File: config.mk
export PLATFORM = sky130hd
export DESIGN_NAME = dcx_ctrl
export DESIGN_NICKNAME = d
export VERILOG_FILES = /design/src/verilog/dcx_ctrl.v /design/src/verilog/dcx_media_watch.v
export VERILOG_INCLUDE_DIRS = /design/src /design/src/verilog
export SDC_FILE = /design/constraint.sdc
export NUM_CORES = 1
export LEC_CHECK = 0
export BUFFER_PORTS_ARGS = -buffer_cell sky130_fd_sc_hd__buf_2
export CORE_AREA = 2 2 144 146
export CTS_BUF_LIST = sky130_fd_sc_hd__clkbuf_4
export CTS_CLUSTER_DIAMETER = 120
export DETAILED_ROUTE_END_ITERATION = 7
export DIE_AREA = 0 0 146 148
export GPL_TIMING_DRIVEN = 1
export SYNTH_ARGS = -nofsm -noshare
export SYNTH_HDL_FRONTEND = slang
export SYNTH_SLANG_ARGS = --single-unit
File: constraint.sdc
create_clock -name hclk -period 2.59 [get_ports hclk]
set_input_delay 0.3885 -clock hclk [delete_from_list [all_inputs] [get_ports hclk]]
set_output_delay 0.3885 -clock hclk [all_outputs]
set_load 0.005 [all_outputs]
File: src/verilog/dcx_defines.vh
`ifndef DCX_DEFINES_VH
`define DCX_DEFINES_VH
// register byte offsets
`define DCX_OFS_CSR 8'h00
`define DCX_OFS_DATA 8'h04
`define DCX_OFS_UNIT 8'h08
// command_status_reg fields
`define DCX_CSR_GO 0
`define DCX_CSR_FUNC_LO 1
`define DCX_CSR_FUNC_HI 4
`define DCX_CSR_DONE 5
`define DCX_CSR_ERR 6
`define DCX_CSR_AVAIL 7
`define DCX_CSR_SEEKS_FIN 8
`define DCX_CSR_COMPAT 9
`define DCX_CSR_BUSY 10
// unit word fields
`define DCX_UW_UNIT 0
`define DCX_UW_DSKIP 1
`define DCX_UW_ILEAVE 2
`define DCX_UW_FLAWMAP 3
`define DCX_UW_PHYS 4
// completion status word fields
`define DCX_SW_SC 15
`define DCX_SW_TRK0 14
`define DCX_SW_EC_LO 8
`define DCX_SW_EC_HI 13
// function codes
`define DCX_F_SEEK 4'h0
`define DCX_F_WRITE 4'h2
`define DCX_F_READ 4'h3
`define DCX_F_SETMODE 4'h4
`define DCX_F_RDSTAT 4'h5
`define DCX_F_WRDEL 4'h6
`define DCX_F_LAST 4'hd
// engine fault vector bits
`define DCX_FLT_DMA 0
`define DCX_FLT_LATE 1
`define DCX_FLT_FLAWED 2
`define DCX_FLT_DELETED 3
`define DCX_FLT_SEEK 4
`define DCX_FLT_CRC 5
`define DCX_FLT_INTERNAL 6
// error codes
`define DCX_EC_NONE 6'h00
`define DCX_EC_DELETED 6'h0b
`define DCX_EC_KEYWORD 6'h0c
`define DCX_EC_DMA 6'h0d
`define DCX_EC_SEEK 6'h0f
`define DCX_EC_CRC 6'h12
`define DCX_EC_LATE 6'h14
`define DCX_EC_TIMEOUT 6'h15
`define DCX_EC_INUSE 6'h19
`define DCX_EC_LEGACY 6'h1a
`define DCX_EC_FLAWMAP 6'h1b
`define DCX_EC_ILLEGAL 6'h1c
`define DCX_EC_FLAWED 6'h21
`define DCX_EC_INT_LO 6'h30
// mode key and geometry
`define DCX_MODE_KEY 16'h4543
`define DCX_LEGACY_SPT 6'h1a
// timing
`define DCX_CLK_KHZ 40000
`define DCX_DMA_TIMEOUT_MS 20
`define DCX_DMA_TIMEOUT_CYC (`DCX_DMA_TIMEOUT_MS * `DCX_CLK_KHZ)
`endif

File: src/verilog/dcx_ctrl.v
// Our own choices: the placing of the registers and register access over AHB-Lite.
`include "dcx_defines.vh"
module dcx_ctrl #(
	parameter TO_CYC = `DCX_DMA_TIMEOUT_CYC,
	parameter TO_W = 20
) (
	input wire hclk,
	input wire hresetn,
	input wire hsel,
	input wire [31:0] haddr,
	input wire [1:0] htrans,
	input wire hwrite,
	input wire [2:0] hsize,
	input wire [31:0] hwdata,
	input wire hready,
	output reg hreadyout,
	output reg hresp,
	output reg [31:0] hrdata,
	input wire [1:0] drive_ready,
	input wire [1:0] write_protect,
	input wire [1:0] two_sided,
	input wire [1:0] drive_type,
	input wire [1:0] track0,
	input wire [5:0] sectors_per_track,
	input wire flaw_map_valid,
	output reg cmd_start,
	output reg [3:0] cmd_func,
	output reg cmd_unit,
	input wire eng_done,
	input wire [6:0] eng_fault,
	input wire [5:0] eng_int_code,
	input wire eng_retry,
	input wire [5:0] eng_retry_code,
	input wire dma_req,
	input wire dma_ack,
	output reg dma_abort,
	input wire seek_done,
	input wire seek_unit,
	input wire seek_mismatch,
	output reg compat_mode
);
	localparam S_IDLE = 1'b0;
	localparam S_RUN = 1'b1;

	reg state;
	reg [3:0] func;
	reg done;
	reg err;
	reg seek_av;
	reg seeks_fin;
	reg [1:0] seek_busy;
	reg [15:0] status_word;
	reg [15:0] param_word;
	reg [4:0] unit_word;
	reg retry_seen;
	reg deleted_seen;
	reg [1:0] media_clr;
	reg [TO_W-1:0] to_cnt;
	reg wr_pend;
	reg [7:0] wr_addr;
	wire [1:0] media_chg;
	wire sel_ok;
	wire wr_csr;
	wire go_req;
	wire [3:0] go_func;
	wire unit;
	wire rw_cmd;
	wire [6:0] flt_eff;
	wire [5:0] run_code;

	//////////////////////////////////////////////////////////////////////
	// helpers

	function [15:0] mk_status;
		input [5:0] code;
		input u;
		input sc;
		input rf;
		input dd;
		begin
			mk_status = 16'h0000;
			mk_status[`DCX_SW_SC] = sc;
			mk_status[`DCX_SW_TRK0] = track0[u];
			mk_status[`DCX_SW_EC_HI:`DCX_SW_EC_LO] = code;
			mk_status[7] = two_sided[u] & ~drive_type[u];
			mk_status[6] = write_protect[u];
			mk_status[5] = rf;
			mk_status[4] = drive_ready[u];
			mk_status[3] = dd;
			mk_status[2] = media_chg[u];
			mk_status[1] = drive_type[u];
			mk_status[0] = u;
		end
	endfunction

	function [5:0] err_pick;
		input [6:0] f;
		input [5:0] icode;
		begin
			if (f[`DCX_FLT_INTERNAL])
				err_pick = (icode >= `DCX_EC_INT_LO) ? icode
					: `DCX_EC_INT_LO;
			else if (f[`DCX_FLT_DMA])
				err_pick = `DCX_EC_DMA;
			else if (f[`DCX_FLT_LATE])
				err_pick = `DCX_EC_LATE;
			else if (f[`DCX_FLT_FLAWED])
				err_pick = `DCX_EC_FLAWED;
			else if (f[`DCX_FLT_DELETED])
				err_pick = `DCX_EC_DELETED;
			else if (f[`DCX_FLT_SEEK])
				err_pick = `DCX_EC_SEEK;
			else if (f[`DCX_FLT_CRC])
				err_pick = `DCX_EC_CRC;
			else
				err_pick = `DCX_EC_NONE;
		end
	endfunction

	//////////////////////////////////////////////////////////////////////
	// bus decode

	assign sel_ok = hsel & htrans[1] & hready;
	assign wr_csr = wr_pend && (wr_addr == `DCX_OFS_CSR);
	assign go_func = hwdata[`DCX_CSR_FUNC_HI:`DCX_CSR_FUNC_LO];
	assign go_req = wr_csr && hwdata[`DCX_CSR_GO] && (state == S_IDLE);
	assign unit = unit_word[`DCX_UW_UNIT];
	assign rw_cmd = (go_func == `DCX_F_WRITE) || (go_func == `DCX_F_READ)
		|| (go_func == `DCX_F_WRDEL);
	// skip select masks the deleted-mark error; fixed drives never raise it, status bit 3 still shows the mark
	// logical addressing skips flawed sectors silently
	assign flt_eff = {eng_fault[6:4],
		eng_fault[`DCX_FLT_DELETED] & ~unit_word[`DCX_UW_DSKIP]
			& ~drive_type[cmd_unit],
		eng_fault[`DCX_FLT_FLAWED] & unit_word[`DCX_UW_PHYS],
		eng_fault[1:0]};
	assign run_code = err_pick(flt_eff, eng_int_code);

	always @(posedge hclk or negedge hresetn) begin
		if (!hresetn) begin
			hreadyout <= 1'b0;
			hresp <= 1'b0;
			hrdata <= 32'h00000000;
			wr_pend <= 1'b0;
			wr_addr <= 8'h00;
			unit_word <= 5'h00;
			param_word <= 16'h0000;
		end else begin
			// zero wait states, always okay
			hreadyout <= 1'b1;
			hresp <= 1'b0;
			wr_pend <= sel_ok & hwrite;
			if (sel_ok)
				wr_addr <= haddr[7:0];
			if (sel_ok && !hwrite) begin
				case (haddr[7:0])
				`DCX_OFS_CSR: hrdata <= {21'h000000, state, compat_mode,
					seeks_fin, seek_av, err, done, func, 1'b0};
				`DCX_OFS_DATA: hrdata <= {16'h0000, status_word};
				`DCX_OFS_UNIT: hrdata <= {27'h0000000, unit_word};
				default: hrdata <= 32'h00000000;
				endcase
			end
			if (wr_pend && wr_addr == `DCX_OFS_UNIT)
				unit_word <= hwdata[4:0];
			if (wr_pend && wr_addr == `DCX_OFS_DATA)
				param_word <= hwdata[15:0];
		end
	end

	//////////////////////////////////////////////////////////////////////
	// media change flags

	genvar gi;
	generate
		for (gi = 0; gi < 2; gi = gi + 1) begin : g_media
			dcx_media_watch u_watch (
				.hclk(hclk),
				.hresetn(hresetn),
				.ready(drive_ready[gi]),
				.clear(media_clr[gi]),
				.flag(media_chg[gi])
			);
		end
	endgenerate

	//////////////////////////////////////////////////////////////////////
	// command sequencer

	always @(posedge hclk or negedge hresetn) begin
		if (!hresetn) begin
			state <= S_IDLE;
			func <= 4'h0;
			done <= 1'b1;
			err <= 1'b0;
			seek_av <= 1'b0;
			seeks_fin <= 1'b1;
			seek_busy <= 2'b00;
			status_word <= 16'h0000;
			retry_seen <= 1'b0;
			deleted_seen <= 1'b0;
			media_clr <= 2'b00;
			to_cnt <= {TO_W{1'b0}};
			cmd_start <= 1'b0;
			cmd_func <= 4'h0;
			cmd_unit <= 1'b0;
			dma_abort <= 1'b0;
			compat_mode <= 1'b0;
		end else begin
			cmd_start <= 1'b0;
			dma_abort <= 1'b0;
			media_clr <= 2'b00;
			// seek completion runs beside any primary command
			if (seek_done) begin
				seek_busy[seek_unit] <= 1'b0;
				if ((seek_busy & ~(2'b01 << seek_unit)) == 2'b00) begin
					seeks_fin <= 1'b1;
					seek_av <= 1'b0;
				end
				if (state == S_IDLE && !go_req) begin
					done <= 1'b1;
					err <= seek_mismatch;
					status_word <= mk_status(seek_mismatch ? `DCX_EC_SEEK
						: `DCX_EC_NONE, seek_unit, 1'b1, 1'b0, 1'b0);
					media_clr[seek_unit] <= 1'b1;
				end
			end
			case (state)
			S_IDLE: begin
				if (go_req) begin
					func <= go_func;
					done <= 1'b0;
					err <= 1'b0;
					retry_seen <= 1'b0;
					deleted_seen <= 1'b0;
					if (go_func > `DCX_F_LAST) begin
						err <= 1'b1;
						done <= 1'b1;
						status_word <= mk_status(`DCX_EC_ILLEGAL, unit,
							1'b0, 1'b0, 1'b0);
					end else if (go_func == `DCX_F_SETMODE) begin
						done <= 1'b1;
						if (!seeks_fin) begin
							err <= 1'b1;
							status_word <= mk_status(`DCX_EC_ILLEGAL, unit,
								1'b0, 1'b0, 1'b0);
						end else if (param_word != `DCX_MODE_KEY) begin
							err <= 1'b1;
							status_word <= mk_status(`DCX_EC_KEYWORD, unit,
								1'b0, 1'b0, 1'b0);
						end else begin
							compat_mode <= 1'b1;
							status_word <= mk_status(`DCX_EC_NONE, unit,
								1'b0, 1'b0, 1'b0);
						end
					end else if (seek_busy[unit]) begin
						err <= 1'b1;
						done <= 1'b1;
						status_word <= mk_status(`DCX_EC_INUSE, unit,
							1'b0, 1'b0, 1'b0);
					end else if (go_func == `DCX_F_RDSTAT) begin
						// never sets error
						done <= 1'b1;
						status_word <= mk_status(`DCX_EC_NONE, unit,
							1'b0, 1'b0, 1'b0);
						media_clr[unit] <= 1'b1;
					end else if (rw_cmd && unit_word[`DCX_UW_ILEAVE]
						&& sectors_per_track != `DCX_LEGACY_SPT) begin
						err <= 1'b1;
						done <= 1'b1;
						status_word <= mk_status(`DCX_EC_LEGACY, unit,
							1'b0, 1'b0, 1'b0);
					end else if (rw_cmd && unit_word[`DCX_UW_FLAWMAP]
						&& !flaw_map_valid) begin
						err <= 1'b1;
						done <= 1'b1;
						status_word <= mk_status(`DCX_EC_FLAWMAP, unit,
							1'b0, 1'b0, 1'b0);
					end else if (go_func == `DCX_F_SEEK) begin
						seek_busy[unit] <= 1'b1;
						seek_av <= 1'b1;
						seeks_fin <= 1'b0;
						cmd_start <= 1'b1;
						cmd_func <= go_func;
						cmd_unit <= unit;
					end else begin
						cmd_start <= 1'b1;
						cmd_func <= go_func;
						cmd_unit <= unit;
						to_cnt <= {TO_W{1'b0}};
						state <= S_RUN;
					end
				end
			end
			S_RUN: begin
				if (dma_req && !dma_ack)
					to_cnt <= to_cnt + {{(TO_W-1){1'b0}}, 1'b1};
				else
					to_cnt <= {TO_W{1'b0}};
				if (dma_req && !dma_ack && to_cnt == TO_CYC - 1) begin
					// abandon the access, the engine must drop its request
					dma_abort <= 1'b1;
					done <= 1'b1;
					err <= 1'b1;
					status_word <= mk_status(`DCX_EC_TIMEOUT, cmd_unit,
						1'b0, retry_seen, deleted_seen);
					media_clr[cmd_unit] <= 1'b1;
					state <= S_IDLE;
				end else if (eng_done) begin
					done <= 1'b1;
					state <= S_IDLE;
					media_clr[cmd_unit] <= 1'b1;
					retry_seen <= eng_retry;
					deleted_seen <= eng_fault[`DCX_FLT_DELETED];
					if (run_code != `DCX_EC_NONE) begin
						err <= 1'b1;
						status_word <= mk_status(run_code, cmd_unit, 1'b0,
							eng_retry, eng_fault[`DCX_FLT_DELETED]);
					end else begin
						err <= 1'b0;
						status_word <= mk_status(eng_retry ? eng_retry_code
							: `DCX_EC_NONE, cmd_unit, 1'b0, eng_retry,
							eng_fault[`DCX_FLT_DELETED]);
					end
				end
			end
			default: state <= S_IDLE;
			endcase
		end
	end
endmodule // dcx_ctrl

File: src/verilog/dcx_media_watch.v
module dcx_media_watch (
	input wire hclk,
	input wire hresetn,
	input wire ready,
	input wire clear,
	output reg flag
);
	reg ready_q;

	//////////////////////////////////////////////////////////////////////
	// ready rise detect
	// a rising ready covers both ready-lost-ready and plain not-ready-ready
	always @(posedge hclk or negedge hresetn) begin
		if (!hresetn) begin
			ready_q <= 1'b0;
			flag <= 1'b0;
		end else begin
			ready_q <= ready;
			// set beats a clear in the same cycle
			if (ready && !ready_q)
				flag <= 1'b1;
			else if (clear)
				flag <= 1'b0;
		end
	end
endmodule // dcx_media_watch

==> impl_metrics.yaml <==
setup_path:
  critPathTopFamily: "simple AND/OR/NAND/NOR gates"
  critPathSlowestCell: "dfrtp_1"
  crit_fanout: 7
  arrival_ps: 2780
  worstPathCellList: "ha_1 > nand4_1 > nor4_4 > and4_1 > buf_4 > mux2i_1 > nand2_1 > o31ai_1"
  crit_path_max_incr_delay_ps: 450
  crit_buf_inv: 1
  cp-end-kind: "register"
  crit_path_start_kind: "register"
  worstReg2RegStart: "to_cnt[0]$_DFFE_PN0P_"
  critical_path_required_ps: 3010
  critPathKind: "register to register"
  startpoint: "to_cnt[0]$_DFFE_PN0P_"
synth:
  async_reset_ff_share_pct: 100
  synth_cell_types: 76
  synthXorXnorAreaFrac_pct: 0.297
  synth-adder-area-share_pct: 0.212
  synth_edf_count: 0
  synth_top_family_by_area: "simple AND/OR/NAND/NOR gates"
  yosys.area_share.simple_pct: 18.7
  synthCells: 600
  netlist_area_um2: 5900
  synthTopCellsByArea: "dfrtp_1 (46%), mux2_2 (6.7%), nand2_1 (4.2%)"
  muxShareOfSynthArea_pct: 10.2
  synth_area_leader_cell: "dfrtp_1"
  synth_top_cell_area_share_pct: 45.8
  synth.yosys.seq_area_share_pct: 46.7
  synth_ff_type: "dfrtp_1"
  yosysWarnings: 0
  ys_ff_latch: 110
  syn_avg_cell_area_um2: 9.83
  synth-compound-area-share_pct: 17.9
floorplan:
  core_area_um2: 20000
  start_util_pct: 29.4
  ioPinCount: 159
  dieArea_um2: 21600
  fp-row-count: 52
  die_y_um: 148
  die_w_um: 146
routing:
  routedWlPerCell_um: 16.4
  vias: 4893
  ant_nets: 0
  drc: 0
  routed_via_density: 4.94
  drt-initial-drc-count: 270
  first_pass_iters: 6
  drt-total-wl_um: 16300
placed_design:
  place_ws_ps: 244
  portBuffers: 97
  postPlaceCellArea_um2: 6790
  gp_congestion: 0.930
  hpwlAfterDp_um: 12300
global_route:
  antenna_found_initial: 0
  groute.usage.overall_pct: 15.5
  grt-ovfl-total: 0
  grt_pass1_vias: 4792
  grt_max_degree: 53
  grt_pass1_wl_um: 26300
final_layout:
  n_fill_cell: 2116
  drive_gt1_share_pct: 28.1
  nets: 833
  design_area_um2: 6980
  area_delta_synth_final_pct: 18.3
  antennaDiodeCount: 0
  final_util_pct: 34.8
hold_path:
  min_from: "hwdata[8]"
  hp-class: "input pin to register"
timing:
  hold_violations: 0
  setup_slack_ps: 235
  tightest_slew_ps: 944
  fin_skew_ps: 20.8
  setup_tns_ps: 0
  timing.slew.headroom_pct: 36.6
  setup_viol: 0
  fin_crit_sh_pct: 90.9
  slew_viol_final: 0
  rsz0062_at_grt: "no"
  fin_crit_ps: 2350
  fmax_mhz: 425
power_and_ir_drop:
  power.density_nw_per_um2: 462
  p_leak_nw: 3.20
  vdd.ir_drop.worst_mv: 0.306
clocking:
  clock_tree.buffer_depth: 2
  path_clk_slew_ps: 180
  cts-root-buf: "clkbuf_4"
  clock_sinks: 110
  cts_made_buffers: 9
  worstSkewPairLatency_ps: 510
  htreeDepth: 3
  cts_tree: "done"
run:
  drv_cap: 0
status:
  status: "finished, final reports clean"
-- worst reg2reg max path, delay by kind of cell, from the launching register on --
| family | cells | cell delay [ps] |
|---|---|---|
| fa+ha+maj | 1 | 230 |
| flops | 1 | 450 |
| simple gates | 4 | 1150 |
| compound gates | 1 | 80 |
| buf+inv | 1 | 190 |
| mux | 1 | 190 |
-- layout make-up --
| cell class | count | area (um2) | share of cell area [%] |
|---|---|---|---|
| well taps | 270 | 338 | 4.84 |
| clock buffers | 9 | 67.6 | 0.969 |
| multi-input cells | 439 | 2870 | 41.1 |
| repair buffers | 135 | 793 | 11.4 |
| flip-flops and latches | 110 | 2760 | 39.5 |
| clock inverters | 7 | 81.3 | 1.17 |
| inverters | 20 | 75.1 | 1.08 |
-- kinds of logic after synthesis --
group,after synthesis
mux,56
simple gates,205
other cells,2
fa+ha+maj,1
xor+xnor,2
compound gates,157
flops,110
buf+inv,67
-- routing by layer --
layer  track usage [%]  wire length [um]  up-vias
met4              5.87               467        0
met2              24.7              7520      138
met1              20.4              7380     2338
met3              3.70               901       27
met5                 0                 0        -
li1                  -                 -     2390
-- through the flow --
step	cells	total power, mW	hold slack (ps)
2_1_floorplan	616	2.13	92.9
3_3_place_gp	971	2.32	384
3_5_place_dp	971	2.33	383
4_1_cts	990	3.28	43.2
5_1_grt	990	3.40	36.0
6_report	990	3.22	95.0
-- placed cells by master, fill, tap and decap left out, types with 9 or more instances in the layout --
cell      Yosys  final
conb_1        2     18
nand2_1      66     66
clkbuf_4      0      9
o31ai_1      11     11
a21oi_1      25     25
mux2_2       35     35
dfrtp_1     108    108
buf_2         8     96
mux2i_1      21     21
buf_4        17     35
nor2_1       40     39
nand3_1      13     13
nor3_1       14     14
o21ai_0      46     46
inv_1        19     19
-- power by group --
group / leakage [nW] / switching (mW) / internal [mW]
Combinational: 1.73 / 0.228 / 0.194
Clock: 0.0707 / 0.625 / 0.305
Sequential: 1.41 / 0.0635 / 1.81
Total: 3.20 / 0.917 / 2.31
-- registers in the layout, indices dropped and copies added (netlist names), 4 cells and up --
name / count
to_cnt: 20
hrdata: 16
param_word: 16
status_word: 16
wr_addr: 8
unit_word: 5
cmd_func: 4
func: 4
-- synthesized netlist by cell type, types with 5 or more instances --
cell type	number
nor3_1	14
nor2_1	40
nor2b_1	6
nand4_1	7
mux2_2	35
and2_1	5
mux2i_1	21
nand3_1	13
buf_2	8
clkbuf_1	18
nand2_1	66
inv_1	19
a31oi_1	8
a21oi_1	25
and3_1	8
buf_4	17
o21ai_1	6
o21ai_0	46
dfrtp_1	108
or4_1	6
o31ai_1	11
a211oi_1	5
a22o_1	8
-- path summary, 6_finish.rpt --
| kind | cells after the start | slack [ps] | to |
|---|---|---|---|
| max in group asynchronous | 3 | 1480 | done$_DFF_PN1_ |
| min in group asynchronous | 2 | 360 | wr_addr[5]$_DFFE_PN0P_ |
| setup / recovery | 8 | 240 | deleted_seen$_DFFE_PN0P_ |
| hold / removal | 2 | 90 | param_word[8]$_DFFE_PN0P_ |
| setup reg to reg | 8 | 240 | deleted_seen$_DFFE_PN0P_ |
| hold reg to reg | 1 | 440 | g_media[0].u_watch.flag$_DFFE_PN0P_ |
-- repair_timing --
action | in CTS | in global routing
hold buffers | 3 | 0
resized for setup | 0 | 1
hold endpoints to repair | 36 | 0
setup endpoints to repair | 0 | 1
setup buffers | 0 | 0
(Power assumes the default switching activity.)
